<file path="config.mk">
export PLATFORM = sky130hd
export DESIGN_NAME = ucrd_ctrl_decoder
export DESIGN_NICKNAME = d
export VERILOG_FILES = /design/src/hdl/ucrd_byte_ser.v /design/src/hdl/ucrd_ctrl_decoder.v
export VERILOG_INCLUDE_DIRS = /design/src /design/src/hdl
export SDC_FILE = /design/constraint.sdc
export NUM_CORES = 1
export LEC_CHECK = 0
export BUFFER_PORTS_ARGS = -buffer_cell sky130_fd_sc_hd__buf_4
export CAP_MARGIN = 20
export CORE_ASPECT_RATIO = 1.5
export CORE_MARGIN = 2
export CORE_UTILIZATION = 54
export CTS_BUF_LIST = sky130_fd_sc_hd__clkbuf_8 sky130_fd_sc_hd__clkbuf_16
export DETAILED_ROUTE_END_ITERATION = 12
export GPL_TIMING_DRIVEN = 0
export HOLD_SLACK_MARGIN = 0.05
export PLACE_DENSITY = 0.86
export SLEW_MARGIN = 30
export SYNTH_ARGS = -nofsm -noshare
export SYNTH_HDL_FRONTEND = slang
export SYNTH_HIERARCHICAL = 1
export SYNTH_SLANG_ARGS = --single-unit
</file>
<file path="constraint.sdc">
create_clock -name sys_clk_i -period 7.8 [get_ports sys_clk_i]
set_input_delay 0.39 -clock sys_clk_i [delete_from_list [all_inputs] [get_ports sys_clk_i]]
set_output_delay 0.39 -clock sys_clk_i [all_outputs]
set_load 0.01 [all_outputs]
</file>
<file path="src/hdl/ucrd_defs.vh">
`ifndef UCRD_DEFS_VH
`define UCRD_DEFS_VH

// ----------------------------------------
// Request types
// ----------------------------------------
`define UCRD_RT_STD_OUT_DEV  8'h00
`define UCRD_RT_STD_OUT_IFC  8'h01
`define UCRD_RT_STD_OUT_EP   8'h02
`define UCRD_RT_STD_IN_DEV   8'h80
`define UCRD_RT_STD_IN_IFC   8'h81
`define UCRD_RT_STD_IN_EP    8'h82
`define UCRD_RT_VND_OUT      8'h40
`define UCRD_RT_VND_IN       8'hC0

// ----------------------------------------
// Request codes
// ----------------------------------------
`define UCRD_RQ_GET_STATUS   8'h00
`define UCRD_RQ_CLR_FEATURE  8'h01
`define UCRD_RQ_SET_FEATURE  8'h03
`define UCRD_RQ_SET_ADDRESS  8'h05
`define UCRD_RQ_GET_DESC     8'h06
`define UCRD_RQ_GET_CONFIG   8'h08
`define UCRD_RQ_SET_CONFIG   8'h09
`define UCRD_RQ_GET_IFC      8'h0A
`define UCRD_RQ_SET_IFC      8'h0B
`define UCRD_RQ_REG_WRITE    8'hA0
`define UCRD_RQ_REG_READ     8'hA1
`define UCRD_RQ_GET_STATS    8'hA2

// ----------------------------------------
// Descriptor types
// ----------------------------------------
`define UCRD_DT_DEVICE       8'h01
`define UCRD_DT_CONFIG       8'h02
`define UCRD_DT_STRING       8'h03
`define UCRD_DT_INTERFACE    8'h04
`define UCRD_DT_ENDPOINT     8'h05
`define UCRD_DT_QUALIFIER    8'h06
`define UCRD_DT_OTHER_SPEED  8'h07

// ----------------------------------------
// Feature selectors and values
// ----------------------------------------
`define UCRD_FT_EP_HALT      16'h0000
`define UCRD_FT_REMOTE_WAKE  16'h0001
`define UCRD_FT_TEST_MODE    8'h02
`define UCRD_CONFIG_VALUE    16'h0001
`define UCRD_REG_LENGTH      16'h0004

// ----------------------------------------
// Endpoint addresses seen in the index field
// ----------------------------------------
`define UCRD_EP_BULK_IN      8'h81
`define UCRD_EP_BULK_OUT     8'h02
`define UCRD_EP_INTR_IN      8'h83

// ----------------------------------------
// Register space and statistics
// ----------------------------------------
`define UCRD_MAC_BASE        12'h100
`define UCRD_STAT_RX_LEN     16'h0028
`define UCRD_STAT_TX_LEN     16'h0030
`define UCRD_STAT_RX_LAST    4'h9
`define UCRD_STAT_TX_LAST    4'hB

`endif

</file>
<file path="src/hdl/ucrd_byte_ser.v">
`timescale 1ns/1ps

// ----------------------------------------
// Word to byte serializer, low byte first
// ----------------------------------------
module ucrd_byte_ser
(
	input  wire        sys_clk_i,
	input  wire        rst_i,
	input  wire        load_i,
	input  wire [31:0] word_i,
	input  wire [2:0]  count_i,
	input  wire        ready_i,
	output wire [7:0]  byte_o,
	output wire        valid_o,
	output wire        idle_o
);

	reg [31:0] data_r;
	reg [2:0]  left_r;
	reg        valid_r;

	assign byte_o  = data_r[7:0];
	assign valid_o = valid_r;
	assign idle_o  = ~valid_r;

	always @(posedge sys_clk_i or posedge rst_i)
	begin
		if (rst_i)
		begin
			data_r  <= 32'h0000_0000;
			left_r  <= 3'h0;
			valid_r <= 1'b0;
		end
		else if (load_i)
		begin
			data_r  <= word_i;
			left_r  <= count_i;
			valid_r <= (count_i != 3'h0);
		end
		else if (valid_r && ready_i)
		begin
			data_r  <= {8'h00, data_r[31:8]};
			left_r  <= left_r - 3'h1;
			valid_r <= (left_r > 3'h1);
		end
	end

endmodule // ucrd_byte_ser

</file>
<file path="src/hdl/ucrd_ctrl_decoder.v">
// Overview of operation
// - Serve device, config, string, qualifier, other-speed descriptors
// - Stall interface and endpoint descriptor requests
// - Device status: bit1 remote wakeup, bit0 self-powered
// - Endpoint status from index 81h/02h/83h, halt bit0
// - Set feature: halt, remote wakeup, test mode
// - Feature value 00h halt, 01h wakeup, 02h test
// - Halt targets indexed endpoint; wakeup needs index zero, test mode index low byte zero
// - Set configuration enters configured state
// - Set interface acks only alternate and interface zero
// - Vendor requests reach system and MAC registers
// - MAC register access stalled in normal state
// - Register write: one 32-bit word, length four
// - Register read: single register, length four
// - Register read returns four bytes of data
// - Statistics request returns whole selected set
// - Snapshot counters, never clear them afterwards
// - Statistics index 0 RX 28h, 1 TX 30h
// - Clear feature removes halt or remote wakeup
`timescale 1ns/1ps
`include "ucrd_defs.vh"

module ucrd_ctrl_decoder
#(
	parameter NUM_EP = 3
)
(
	input  wire              sys_clk_i,
	input  wire              rst_i,
	input  wire              setup_valid_i,
	input  wire [7:0]        setup_type_i,
	input  wire [7:0]        setup_req_i,
	input  wire [15:0]       setup_value_i,
	input  wire [15:0]       setup_index_i,
	input  wire [15:0]       setup_length_i,
	input  wire [7:0]        rx_byte_i,
	input  wire              rx_valid_i,
	input  wire              tx_ready_i,
	input  wire              self_powered_i,
	input  wire              normal_state_i,
	input  wire [31:0]       csr_rdata_i,
	input  wire              csr_done_i,
	input  wire [31:0]       stat_data_i,
	input  wire              stat_valid_i,
	output wire [7:0]        tx_byte_o,
	output wire              tx_valid_o,
	output reg               ack_o,
	output reg               stall_o,
	output reg               desc_req_o,
	output reg  [7:0]        desc_type_o,
	output reg  [7:0]        desc_index_o,
	output reg  [15:0]       desc_lang_o,
	output reg  [15:0]       desc_length_o,
	output reg  [6:0]        dev_addr_o,
	output reg               configured_o,
	output reg               remote_wake_en_o,
	output reg               test_mode_o,
	output reg  [7:0]        test_sel_o,
	output reg  [NUM_EP-1:0] ep_halt_o,
	output reg  [11:0]       csr_addr_o,
	output reg  [31:0]       csr_wdata_o,
	output reg               csr_wr_o,
	output reg               csr_rd_o,
	output reg               csr_mac_o,
	output reg               stat_snap_o,
	output reg               stat_sel_tx_o,
	output reg  [3:0]        stat_word_o,
	output reg               stat_rd_o
);

	// ----------------------------------------
	// States
	// ----------------------------------------
	localparam [6:0] S_IDLE = 7'h01;
	localparam [6:0] S_EXEC = 7'h02;
	localparam [6:0] S_SEND = 7'h04;
	localparam [6:0] S_RECV = 7'h08;
	localparam [6:0] S_CSR  = 7'h10;
	localparam [6:0] S_STAT = 7'h20;
	localparam [6:0] S_FIN  = 7'h40;

	// ----------------------------------------
	// Endpoint number from index, zero if unsupported
	// ----------------------------------------
	function [1:0] ep_num;
		input [15:0] idx;
		input        full_addr;
		begin
			ep_num = 2'h0;
			if (full_addr)
			begin
				if (idx == {8'h00, `UCRD_EP_BULK_IN})
					ep_num = 2'h1;
				else if (idx == {8'h00, `UCRD_EP_BULK_OUT})
					ep_num = 2'h2;
				else if (idx == {8'h00, `UCRD_EP_INTR_IN})
					ep_num = 2'h3;
			end
			else if (idx[15:4] == 12'h000 && idx[3:0] != 4'h0 && idx[3:0] <= 4'h3)
				ep_num = idx[1:0];
		end
	endfunction

	reg [6:0]  state_r;
	reg [7:0]  type_r;
	reg [7:0]  req_r;
	reg [15:0] value_r;
	reg [15:0] index_r;
	reg [15:0] length_r;
	reg [1:0]  byte_cnt_r;
	reg        is_read_r;
	reg        is_stat_r;
	reg        is_addr_r;
	reg        ser_load_r;
	reg [31:0] ser_word_r;
	reg [2:0]  ser_count_r;
	reg [3:0]  stat_last_r;

	wire       ser_idle;
	wire [1:0] ep_status = ep_num(index_r, 1'b1);
	wire [1:0] ep_feat   = ep_num(index_r, 1'b0);
	wire       mac_addr  = (index_r[11:0] >= `UCRD_MAC_BASE);
	wire       mac_block = mac_addr && normal_state_i;
	wire       in_exec   = (state_r == S_EXEC);
	wire       halt_req  = in_exec && (type_r == `UCRD_RT_STD_OUT_EP) && (value_r == `UCRD_FT_EP_HALT)
	                       && (ep_feat != 2'h0);
	wire       halt_set  = halt_req && (req_r == `UCRD_RQ_SET_FEATURE);
	wire       halt_clr  = halt_req && (req_r == `UCRD_RQ_CLR_FEATURE);

	// ----------------------------------------
	// Data stage serializer
	// ----------------------------------------
	ucrd_byte_ser u_ser
	(
		.sys_clk_i (sys_clk_i),
		.rst_i     (rst_i),
		.load_i    (ser_load_r),
		.word_i    (ser_word_r),
		.count_i   (ser_count_r),
		.ready_i   (tx_ready_i),
		.byte_o    (tx_byte_o),
		.valid_o   (tx_valid_o),
		.idle_o    (ser_idle)
	);

	// ----------------------------------------
	// Endpoint halt flags
	// ----------------------------------------
	genvar g;
	generate
		for (g = 0; g < NUM_EP; g = g + 1)
		begin : g_halt
			always @(posedge sys_clk_i or posedge rst_i)
			begin
				if (rst_i)
					ep_halt_o[g] <= 1'b0;
				else if (halt_set && ep_feat == g + 1)
					ep_halt_o[g] <= 1'b1;
				else if (halt_clr && ep_feat == g + 1)
					ep_halt_o[g] <= 1'b0;
			end
		end
	endgenerate

	// ----------------------------------------
	// Request sequencer
	// ----------------------------------------
	always @(posedge sys_clk_i or posedge rst_i)
	begin
		if (rst_i)
		begin
			state_r          <= S_IDLE;
			type_r           <= 8'h00;
			req_r            <= 8'h00;
			value_r          <= 16'h0000;
			index_r          <= 16'h0000;
			length_r         <= 16'h0000;
			byte_cnt_r       <= 2'h0;
			is_read_r        <= 1'b0;
			is_stat_r        <= 1'b0;
			is_addr_r        <= 1'b0;
			ser_load_r       <= 1'b0;
			ser_word_r       <= 32'h0000_0000;
			ser_count_r      <= 3'h0;
			stat_last_r      <= 4'h0;
			ack_o            <= 1'b0;
			stall_o          <= 1'b0;
			desc_req_o       <= 1'b0;
			desc_type_o      <= 8'h00;
			desc_index_o     <= 8'h00;
			desc_lang_o      <= 16'h0000;
			desc_length_o    <= 16'h0000;
			dev_addr_o       <= 7'h00;
			configured_o     <= 1'b0;
			remote_wake_en_o <= 1'b0;
			test_mode_o      <= 1'b0;
			test_sel_o       <= 8'h00;
			csr_addr_o       <= 12'h000;
			csr_wdata_o      <= 32'h0000_0000;
			csr_wr_o         <= 1'b0;
			csr_rd_o         <= 1'b0;
			csr_mac_o        <= 1'b0;
			stat_snap_o      <= 1'b0;
			stat_sel_tx_o    <= 1'b0;
			stat_word_o      <= 4'h0;
			stat_rd_o        <= 1'b0;
		end
		else
		begin
			// Strobes last one cycle
			ack_o       <= 1'b0;
			stall_o     <= 1'b0;
			desc_req_o  <= 1'b0;
			csr_wr_o    <= 1'b0;
			csr_rd_o    <= 1'b0;
			stat_snap_o <= 1'b0;
			stat_rd_o   <= 1'b0;
			ser_load_r  <= 1'b0;
			case (state_r)
			S_IDLE:
			begin
				if (setup_valid_i)
				begin
					type_r    <= setup_type_i;
					req_r     <= setup_req_i;
					value_r   <= setup_value_i;
					index_r   <= setup_index_i;
					length_r  <= setup_length_i;
					is_read_r <= 1'b0;
					is_stat_r <= 1'b0;
					is_addr_r <= 1'b0;
					state_r   <= S_EXEC;
				end
			end
			S_EXEC:
			begin
				state_r <= S_IDLE;
				stall_o <= 1'b1;
				if (type_r == `UCRD_RT_STD_IN_DEV && req_r == `UCRD_RQ_GET_DESC)
				begin
					// Contents come from the descriptor engine; only routing here
					if (value_r[15:8] == `UCRD_DT_DEVICE || value_r[15:8] == `UCRD_DT_CONFIG
						|| value_r[15:8] == `UCRD_DT_STRING || value_r[15:8] == `UCRD_DT_QUALIFIER
						|| value_r[15:8] == `UCRD_DT_OTHER_SPEED)
					begin
						stall_o       <= 1'b0;
						desc_req_o    <= 1'b1;
						desc_type_o   <= value_r[15:8];
						desc_index_o  <= value_r[7:0];
						desc_lang_o   <= index_r;
						desc_length_o <= length_r;
					end
					// Interface and endpoint types fall through to stall
				end
				else if (type_r == `UCRD_RT_STD_IN_DEV && req_r == `UCRD_RQ_GET_CONFIG)
				begin
					stall_o     <= 1'b0;
					ser_word_r  <= {31'h0000_0000, configured_o};
					ser_count_r <= 3'h1;
					ser_load_r  <= 1'b1;
					state_r     <= S_SEND;
				end
				else if (type_r == `UCRD_RT_STD_IN_IFC && req_r == `UCRD_RQ_GET_IFC)
				begin
					stall_o     <= 1'b0;
					ser_word_r  <= 32'h0000_0000;
					ser_count_r <= 3'h1;
					ser_load_r  <= 1'b1;
					state_r     <= S_SEND;
				end
				else if (type_r == `UCRD_RT_STD_IN_DEV && req_r == `UCRD_RQ_GET_STATUS)
				begin
					stall_o     <= 1'b0;
					ser_word_r  <= {30'h0000_0000, remote_wake_en_o, self_powered_i};
					ser_count_r <= 3'h2;
					ser_load_r  <= 1'b1;
					state_r     <= S_SEND;
				end
				else if (type_r == `UCRD_RT_STD_IN_EP && req_r == `UCRD_RQ_GET_STATUS && ep_status != 2'h0)
				begin
					stall_o     <= 1'b0;
					ser_word_r  <= {31'h0000_0000, ep_halt_o[ep_status - 2'h1]};
					ser_count_r <= 3'h2;
					ser_load_r  <= 1'b1;
					state_r     <= S_SEND;
				end
				else if (type_r == `UCRD_RT_STD_OUT_DEV && req_r == `UCRD_RQ_SET_ADDRESS)
				begin
					// New address applies only once the status stage is acked
					stall_o   <= 1'b0;
					is_addr_r <= 1'b1;
					state_r   <= S_FIN;
				end
				else if (req_r == `UCRD_RQ_SET_FEATURE || req_r == `UCRD_RQ_CLR_FEATURE)
				begin
					if (halt_req)
					begin
						stall_o <= 1'b0;
						state_r <= S_FIN;
					end
					else if (type_r == `UCRD_RT_STD_OUT_DEV && value_r == `UCRD_FT_REMOTE_WAKE
						&& index_r == 16'h0000)
					begin
						stall_o          <= 1'b0;
						remote_wake_en_o <= (req_r == `UCRD_RQ_SET_FEATURE);
						state_r          <= S_FIN;
					end
					else if (type_r == `UCRD_RT_STD_OUT_DEV && req_r == `UCRD_RQ_SET_FEATURE
						&& value_r == {8'h00, `UCRD_FT_TEST_MODE} && index_r[7:0] == 8'h00)
					begin
						stall_o     <= 1'b0;
						test_mode_o <= 1'b1;
						test_sel_o  <= index_r[15:8];
						state_r     <= S_FIN;
					end
				end
				else if (type_r == `UCRD_RT_STD_OUT_DEV && req_r == `UCRD_RQ_SET_CONFIG)
				begin
					// Value zero returns to the addressed state
					if (value_r == `UCRD_CONFIG_VALUE || value_r == 16'h0000)
					begin
						stall_o      <= 1'b0;
						configured_o <= (value_r == `UCRD_CONFIG_VALUE);
						state_r      <= S_FIN;
					end
				end
				else if (type_r == `UCRD_RT_STD_OUT_IFC && req_r == `UCRD_RQ_SET_IFC)
				begin
					if (value_r == 16'h0000 && index_r == 16'h0000)
					begin
						stall_o <= 1'b0;
						state_r <= S_FIN;
					end
				end
				else if (type_r == `UCRD_RT_VND_OUT && req_r == `UCRD_RQ_REG_WRITE)
				begin
					// Bursts have no path: length must be one word
					if (!mac_block && length_r == `UCRD_REG_LENGTH && index_r[15:12] == 4'h0)
					begin
						stall_o    <= 1'b0;
						csr_addr_o <= index_r[11:0];
						csr_mac_o  <= mac_addr;
						byte_cnt_r <= 2'h0;
						state_r    <= S_RECV;
					end
				end
				else if (type_r == `UCRD_RT_VND_IN && req_r == `UCRD_RQ_REG_READ)
				begin
					if (!mac_block && length_r == `UCRD_REG_LENGTH && index_r[15:12] == 4'h0)
					begin
						stall_o    <= 1'b0;
						csr_addr_o <= index_r[11:0];
						csr_mac_o  <= mac_addr;
						csr_rd_o   <= 1'b1;
						is_read_r  <= 1'b1;
						state_r    <= S_CSR;
					end
				end
				else if (type_r == `UCRD_RT_VND_IN && req_r == `UCRD_RQ_GET_STATS)
				begin
					if (index_r[15:1] == 15'h0000)
					begin
						stall_o       <= 1'b0;
						is_stat_r     <= 1'b1;
						stat_snap_o   <= 1'b1;
						stat_sel_tx_o <= index_r[0];
						stat_last_r   <= index_r[0] ? `UCRD_STAT_TX_LAST : `UCRD_STAT_RX_LAST;
						stat_word_o   <= 4'h0;
						stat_rd_o     <= 1'b1;
						state_r       <= S_STAT;
					end
				end
			end
			S_RECV:
			begin
				if (rx_valid_i)
				begin
					csr_wdata_o <= {rx_byte_i, csr_wdata_o[31:8]};
					byte_cnt_r  <= byte_cnt_r + 2'h1;
					if (byte_cnt_r == 2'h3)
					begin
						csr_wr_o <= 1'b1;
						state_r  <= S_CSR;
					end
				end
			end
			S_CSR:
			begin
				if (csr_done_i)
				begin
					if (is_read_r)
					begin
						ser_word_r  <= csr_rdata_i;
						ser_count_r <= 3'h4;
						ser_load_r  <= 1'b1;
						state_r     <= S_SEND;
					end
					else
						state_r <= S_FIN;
				end
			end
			S_STAT:
			begin
				if (stat_valid_i)
				begin
					ser_word_r  <= stat_data_i;
					ser_count_r <= 3'h4;
					ser_load_r  <= 1'b1;
					state_r     <= S_SEND;
				end
			end
			S_SEND:
			begin
				// Skip the load cycle; serializer is not yet busy then
				if (!ser_load_r && ser_idle)
				begin
					if (is_stat_r && stat_word_o != stat_last_r)
					begin
						stat_word_o <= stat_word_o + 4'h1;
						stat_rd_o   <= 1'b1;
						state_r     <= S_STAT;
					end
					else
						state_r <= S_FIN;
				end
			end
			S_FIN:
			begin
				ack_o   <= 1'b1;
				state_r <= S_IDLE;
				if (is_addr_r)
					dev_addr_o <= value_r[6:0];
			end
			default:
			begin
				state_r <= S_IDLE;
			end
			endcase
		end
	end

endmodule // ucrd_ctrl_decoder

</file>
---- After elaboration in Yosys (flattened, before gate mapping) ----
Index checks and enable logic that the tools add are counted.
word-level totals
  flip-flop bits (word level) ............. 278
  input bits .............................. 145
  output and inout bits ................... 135
  word-level logic and storage cells ...... 415
cells by class
  add/sub/neg operators ................... 4
  magnitude comparators ................... 4
  equal/unequal tests ..................... 67
  mux-type cells .......................... 203
  bitwise logic cells ..................... 14
  reductions and logical operators ........ 82
operators with widths
  operator                                                          count
  32-bit 2-to-1 mux                                                 10
  7-bit 2-to-1 mux                                                  24
  1-bit 2-to-1 mux                                                  109
  32-bit case mux with 3 select lines                               1
  4-bit 2-to-1 mux                                                  16
  8-bit == test, second input constant                              7
  7-bit case mux with 6 select lines                                1
  2-bit != test, second input constant                              19
  1-bit logical AND                                                 37
  12-bit 2-to-1 mux                                                 3
  2-bit 2-to-1 mux                                                  17
  16-bit by 2-bit == test with 1-bit output, second input constant  2
  16-bit by 8-bit == test with 1-bit output, second input constant  2
  8-bit by 2-bit == test with 1-bit output, second input constant   4
  8-bit by 3-bit == test with 1-bit output, second input constant   4
  8-bit by 4-bit == test with 1-bit output, second input constant   4
  16-bit zero test                                                  2
  3-bit 2-to-1 mux                                                  10
  14-bit AND reduction                                              2
  8-bit by 1-bit == test with 1-bit output, second input constant   3
  8-bit zero test                                                   3
  11-bit AND reduction                                              2
  10-bit AND reduction                                              2
  2-bit nonzero test                                                10
  other kinds (46)                                                  80

---- Depth between registers and ports, before layout ----
  depth after elaboration ................. 18
  gate-level depth with buffers ........... 12
  depth with buffers taken out ............ 11

---- Cells and area by module ----
The synthesis kept the hierarchy.
by module, submodules not included
  module             instances  cells an instance  area an instance (µm²)
  ucrd_ctrl_decoder  1          891                10418.7
  ucrd_byte_ser      1          173                1721.7

---- Worst setup path after synthesis ----
No wires, ideal clock.
  path kind ............................... reg-to-reg
  start point ............................. reg index_r[8]
  end point ............................... reg ser_count_r[0]
  library setup time ...................... 125 ps
  data arrival time ....................... 2803 ps
  data required time ...................... 7675 ps
  path slack .............................. 4872 ps
  stages on the path, launching flop included .. 13
  clock period less this slack ............ 2928 ps
  path through ............................ dfrtp_1 -> nor4_1 -> nand2_1 -> nor2_1 -> nand3_1 -> ha_1 -> nand2_1 -> nand4_1 -> a21oi_4 -> nand3b_4 -> a21oi_4 -> buf_8 -> mux2_4
on the way
  word-level cells in the longest chain between the ends .. 8
  elaborated cells between the ends (all ways) .. 10
  those cells by class .................... eq/ne (4); mux (3); reduce/logical (3)
RTL lines
  element                                                        line                     text
  start: declaration                                             ucrd_ctrl_decoder.v:108  reg [15:0] index_r;
  start signal: assignment                                       ucrd_ctrl_decoder.v:227  index_r <= setup_index_i;
  16-bit by 8-bit == test with 1-bit output                      ucrd_ctrl_decoder.v:96   else if (idx == {8'h00, `UCRD_EP_INTR_IN})
  2-bit 2-to-1 mux                                               ucrd_ctrl_decoder.v:96
  2-bit 2-to-1 mux                                               ucrd_ctrl_decoder.v:94   else if (idx == {8'h00, `UCRD_EP_BULK_OUT})
  2-bit 2-to-1 mux (*)                                           ucrd_ctrl_decoder.v:92   if (idx == {8'h00, `UCRD_EP_BULK_IN})
  2-bit nonzero test (*)                                         ucrd_ctrl_decoder.v:279  else if (type_r == `UCRD_RT_STD_IN_EP && req_r == `UCRD_RQ_GET_STATUS && ep_status != 2'h0)
  1-bit logical AND (*)                                          ucrd_ctrl_decoder.v:279
  5-bit by 1-bit != test with 1-bit output (no source line) (*)  n/a
  6-bit AND reduction (no source line) (*)                       n/a
  end signal: assignment                                         ucrd_ctrl_decoder.v:267  ser_count_r <= 3'h1;
  end signal: assignment                                         ucrd_ctrl_decoder.v:275  ser_count_r <= 3'h2;
  end signal: assignment                                         ucrd_ctrl_decoder.v:283  ser_count_r <= 3'h2;
  end: declaration                                               ucrd_ctrl_decoder.v:116  reg [2:0] ser_count_r;
Every way passes the cells marked *; elsewhere a longest branch is shown, timed or not.
A chain may end at the register's enable or synchronous reset.

---- Worst setup path in the final report ----
  start point ............................. reg index_r[8]
  end point ............................... reg csr_addr_o[2]
on the way
  word-level cells in the longest chain between the ends .. 8
  elaborated cells between the ends (all ways) .. 18
  those cells by class .................... order compare (1); eq/ne (3); mux (6); bitwise (1); reduce/logical (7)
RTL lines
  element                                                                                                                        line                                                                       text
  12-bit by 9-bit >= comparator with 1-bit output (no source line) or 16-bit by 8-bit == test with 1-bit output (tied branches)  n/a
  1-bit logical AND or 2-bit 2-to-1 mux (tied branches)                                                                          ucrd_ctrl_decoder.v:123, ucrd_ctrl_decoder.v:96
  1-bit zero test or 2-bit 2-to-1 mux (tied branches)                                                                            ucrd_ctrl_decoder.v:338, ucrd_ctrl_decoder.v:349, ucrd_ctrl_decoder.v:94
  1-bit logical AND (no source line) or 2-bit 2-to-1 mux (tied branches)                                                         n/a
  1-bit logical AND or 2-bit nonzero test (tied branches)                                                                        ucrd_ctrl_decoder.v:338, ucrd_ctrl_decoder.v:349, ucrd_ctrl_decoder.v:279
  12-bit 2-to-1 mux or 1-bit logical AND (tied branches)                                                                         n/a
  12-bit 2-to-1 mux or 1-bit NOT (tied branches)                                                                                 n/a
  12-bit 2-to-1 mux or 11-bit AND reduction (tied branches)                                                                      n/a
  end signal: assignment                                                                                                         ucrd_ctrl_decoder.v:341                                                    csr_addr_o <= index_r[11:0];
  end signal: assignment                                                                                                         ucrd_ctrl_decoder.v:352                                                    csr_addr_o <= index_r[11:0];
  end: declaration                                                                                                               ucrd_ctrl_decoder.v:60                                                     output reg [11:0] csr_addr_o,
Parallel ways exist; a longest one is shown, timed or not. The select of a mux whose other input is x is not followed.

==> key figures <==
Run status
  • Status: finished clean

Synthesis
  • Syn Nets: approximately 1.2k
  • Register area share after synthesis: between 50% and 60%
  • Post-synth EDFFs: 0
  • Synthesized area: 0.01214 mm^2
  • Unique masters post-synth: 68
  • Cells after Synth: 1,064
  • Yosys warns: 6
  • Flops & latches, synth: 275
  • Post-synth ARST share: 100.0%
  • Syn Area/Cell: 11.41 um^2
  • Top_reg_cell synth: dfrtp_1

Floorplanning
  • Die area: between 0.02 and 0.025 mm^2
  • # IOs: 280
  • # rows: 67
  • Starting Density: 54.65%
  • Floorplan die width: 126.4 um
  • Core Area: roughly 0.022 mm^2
  • Die Ht: between 150 and 200 um

Global route
  • Gr ovfl total: 0
  • Largest net degree at the start of global routing: 95
  • Vias in the first global route: 10.19k
  • Met2 GRT Util: 51.46%
  • M1 GR Usage: about a third
  • First-pass GRT wire length: ~54,000 um
  • Global Route Usage Sum: roughly 29%
  • GRT busiest layer: met2
  • M3 GR Usage: 4.650%
  • Initial antenna violation count: 0

Detailed routing
  • Via density: 5.617
  • Wire per inst: 19.85 um
  • DRT iter0 DRCs: 631
  • Via count: 9,554
  • Post-route DRC: 0
  • Antenna Violating Nets Remaining: 0
  • First-pass DRT Iterations: 5
  • Post-Route WL: 33,770 um

Clock network
  • Reg clk slew, reported paths: ~0.060 ns
  • CTS Buf Count: 26
  • Post CTS Setup Buffer Count: 0
  • CTS tree: done
  • Sink Count: 275
  • Clock latency on the worst-skew pair: 0.53 ns
  • CTS Root Cell: clkbuf_16
  • Clock tree buffer depth: 3
  • CTS H-tree lvls: 1

Power
  • PwrDens: 250.4 mW/mm^2
  • Clk pwr share: about a third
  • Worst IR Drop VDD: about 210 uV
  • Sequential share of power: 47.4%
  • Sw frac: 31.68%
  • Combinational group share of total power: between 20% and 30%
  • Total internal power: approximately 2700 uW
  • Total leakage power: 0.008307 uW
  • Pwr Total: 3970 uW
  • Psw: 1258 uW

Setup path
  • CP max FO: 10
  • WP data arrival: 4.10 ns
  • Max stage delay on crit path: 0.74 ns
  • Startpoint Class: register
  • Crit-path cells: nor4_2 > nand2_1 > nor2_1 > nand3_1 > ha_1 > nand2_1 > nand4_1 > a21oi_4 > nor3_1 > nand3_1 > buf_2 > mux2_2
  • Worst Setup Path Type: reg -> reg
  • Crit path max-delay cell type: nor4_2
  • CP required: 8.21 ns
  • CP Capture Type: register

Job
  • Max-cap violations: 0

Timing
  • Final Hold Vio Count: 0
  • Fmax: 0.2706 GHz
  • Tmin final: roughly 3.7 ns
  • WHS: 0.05329 ns
  • Setup violators final: 0
  • RSZ-0062 raised after global routing: false
  • Fin. max-slew vios: 0
  • Slew HR: between 40% and 50%
  • Layout Skew: 0.01262 ns
  • Final period util: 47.37%
  • Worst-Margin Slew: 0.8613 ns

Finish
  • Layout cells sized above 1: 35.37%
  • Area growth syn-to-layout: 30.61%
  • NumNets Final: 1,558
  • Antenna cells: 0
  • FF+latch area: 0.006883 mm^2
  • FILL cells: 1,541
  • Area occupied by multi-input gates: between 0.004 and 0.005 mm^2
  • Final Core Density: between 70% and 80%

Place
  • Detailed placement HPWL: 23,800 um
  • Final estimated routing congestion in global placement: 0.9170
  • Number of port buffers: 279

Hold path
  • Min-Delay Path Class: in -> reg
## what timing repair did
| item | CTS | global route |
|---|---|---|
| hold buffers | 35 | 0 |
| hold endpoints to repair | 101 | 0 |
| gates resized for setup | 0 | 0 |
| setup endpoints to repair | 0 | 0 |
## placed cells by master, fill, tap and decap left out, types with 4 or more instances in the layout
| cell | n |
|---|---|
| inv_1 | 15 |
| and3_1 | 10 |
| a22o_1 | 33 |
| nor2_1 | 29 |
| dfrtp_1 | 274 |
| clkbuf_8 | 7 |
| buf_2 | 7 |
| buf_4 | 288 |
| clkbuf_1 | 37 |
| nand3b_1 | 6 |
| nand3_1 | 24 |
| clkinv_2 | 4 |
| nor4_2 | 4 |
| buf_6 | 4 |
| dlygate4sd3_1 | 35 |
| nand2_1 | 255 |
| ha_1 | 5 |
| nor3_1 | 17 |
| nand4_1 | 8 |
| o21ai_1 | 20 |
| mux2_4 | 27 |
| mux2_2 | 115 |
| nor3b_1 | 5 |
| mux2i_1 | 26 |
| a21oi_1 | 6 |
| nor2b_1 | 12 |
| nor4_1 | 16 |
| clkbuf_16 | 27 |
| o21ai_0 | 28 |
| xnor2_1 | 5 |
| nand2b_1 | 5 |
## worst max-delay path: cells and delay by family (launching register included)
kind,cells,cell delay (ns)
flops,1,0.44
simple gates,8,1.88
buf+inv,1,0.33
mux,1,0.37
compound gates,1,0.25
fa+ha+maj,1,0.29
## cell type report
cell class,count,area share (%)
Inverter,12,0.3314
Buffer,63,2.225
Sequential cell,275,43.41
Timing Repair Buffer,316,15.77
Tap cell,276,2.178
Multi-Input combinational cell,714,30.77
Clock inverter,11,0.4577
Clock buffer,34,4.869
## through the flow
| step | setup WS [ns] | area (um^2) | TNS (ns) | instances |
|---|---|---|---|---|
| 2_1_floorplan | 0.8519 | 12140 | 0 | 1064 |
| 3_3_place_gp | -1.595 | 14580 | -376.30 | 1619 |
| 3_5_place_dp | 4.161 | 14660 | 0 | 1621 |
| 4_1_cts | 4.140 | 15850 | 0 | 1701 |
| 5_1_grt | 3.975 | 15860 | 0 | 1701 |
| 6_report | 4.105 | 15860 | 0 | 1701 |
## power groups by stage
stage | registers (uW) | clock network [uW] | logic [uW]
after floorplan | 1810 | 0 | 540
after global placement | 1880 | 0 | 758
after detailed placement | 1890 | 0 | 796
after CTS | 1870 | 1270 | 816
after global routing | 1910 | 1340 | 925
final | 1880 | 1260 | 828
## layer usage
layer | wire length, um | share of wire (%)
met5 | 0 | 0
met4 | 1577 | 4.7
met3 | 1988 | 5.9
met2 | 17910 | 53
met1 | 12300 | 36
## worst paths after layout
check                             startpoint                 to  slack, ns  depth (start not counted)
max                               index_r[8]      csr_addr_o[2]       4.10                         12
min in group asynchronous              rst_i     csr_wdata_o[7]       0.47                          3
min reg2reg                      value_r[13]        value_r[13]       0.48                          2
max reg2reg                       index_r[8]      csr_addr_o[2]       4.10                         12
max in group asynchronous              rst_i  desc_length_o[11]       6.14                          5
min                        setup_value_i[13]        value_r[13]       0.05                          3
## state kept, by name, indices dropped and copies added, names as in the netlist, 2 cells and up
register	flops
value_r	16
csr_addr_o	12
ep_halt_o	3
csr_wdata_o	32
state_r	7
desc_length_o	16
byte_cnt_r	2
desc_type_o	8
test_sel_o	8
dev_addr_o	7
ser_count_r	3
desc_lang_o	16
req_r	8
ser_word_r	32
stat_word_o	4
desc_index_o	8
index_r	16
stat_last_r	2
length_r	16
u_ser/left_r	3
type_r	8
u_ser/data_r	32
## synthesized netlist by cell type (all sizes together) (3+ instances only)
master	instances	share of area [%]
nand4b	3	0.22
nor3b	5	0.31
inv	12	0.37
buf	26	1.8
nor4b	4	0.34
or4b	3	0.28
nor3	18	0.78
nand3	25	1.1
clkbuf	37	1.1
nor4	20	1.1
and2	3	0.15
nand4	8	0.41
a21o	3	0.19
mux2i	26	2.1
a22o	33	2.4
dfrtp	274	56
a21oi	8	0.52
xnor2	5	0.36
nand3b	7	0.54
mux2	142	14
nor2b	12	0.62
nor2	29	0.90
nand2b	5	0.26
a22oi	3	0.19
o211ai	3	0.19
nand2	256	8.0
o21ai	48	2.0
ha	5	0.52
or4	3	0.22
and3	10	0.52
## logic make-up (layout without fill, tap and decap cells)
logic type / Yosys count / after routing / synth area share (%)
AND/OR/NAND/NOR: 418 / 418 / 16.16
flip-flops: 275 / 275 / 56.69
multiplexers: 168 / 168 / 16.15
AO/OA/AOI/OAI: 116 / 116 / 6.699
buffers and inverters: 75 / 436 / 3.277
XOR/XNOR: 7 / 7 / 0.5050
adder cells (fa/ha/maj): 5 / 5 / 0.5153
(Power assumes the default switching activity.)
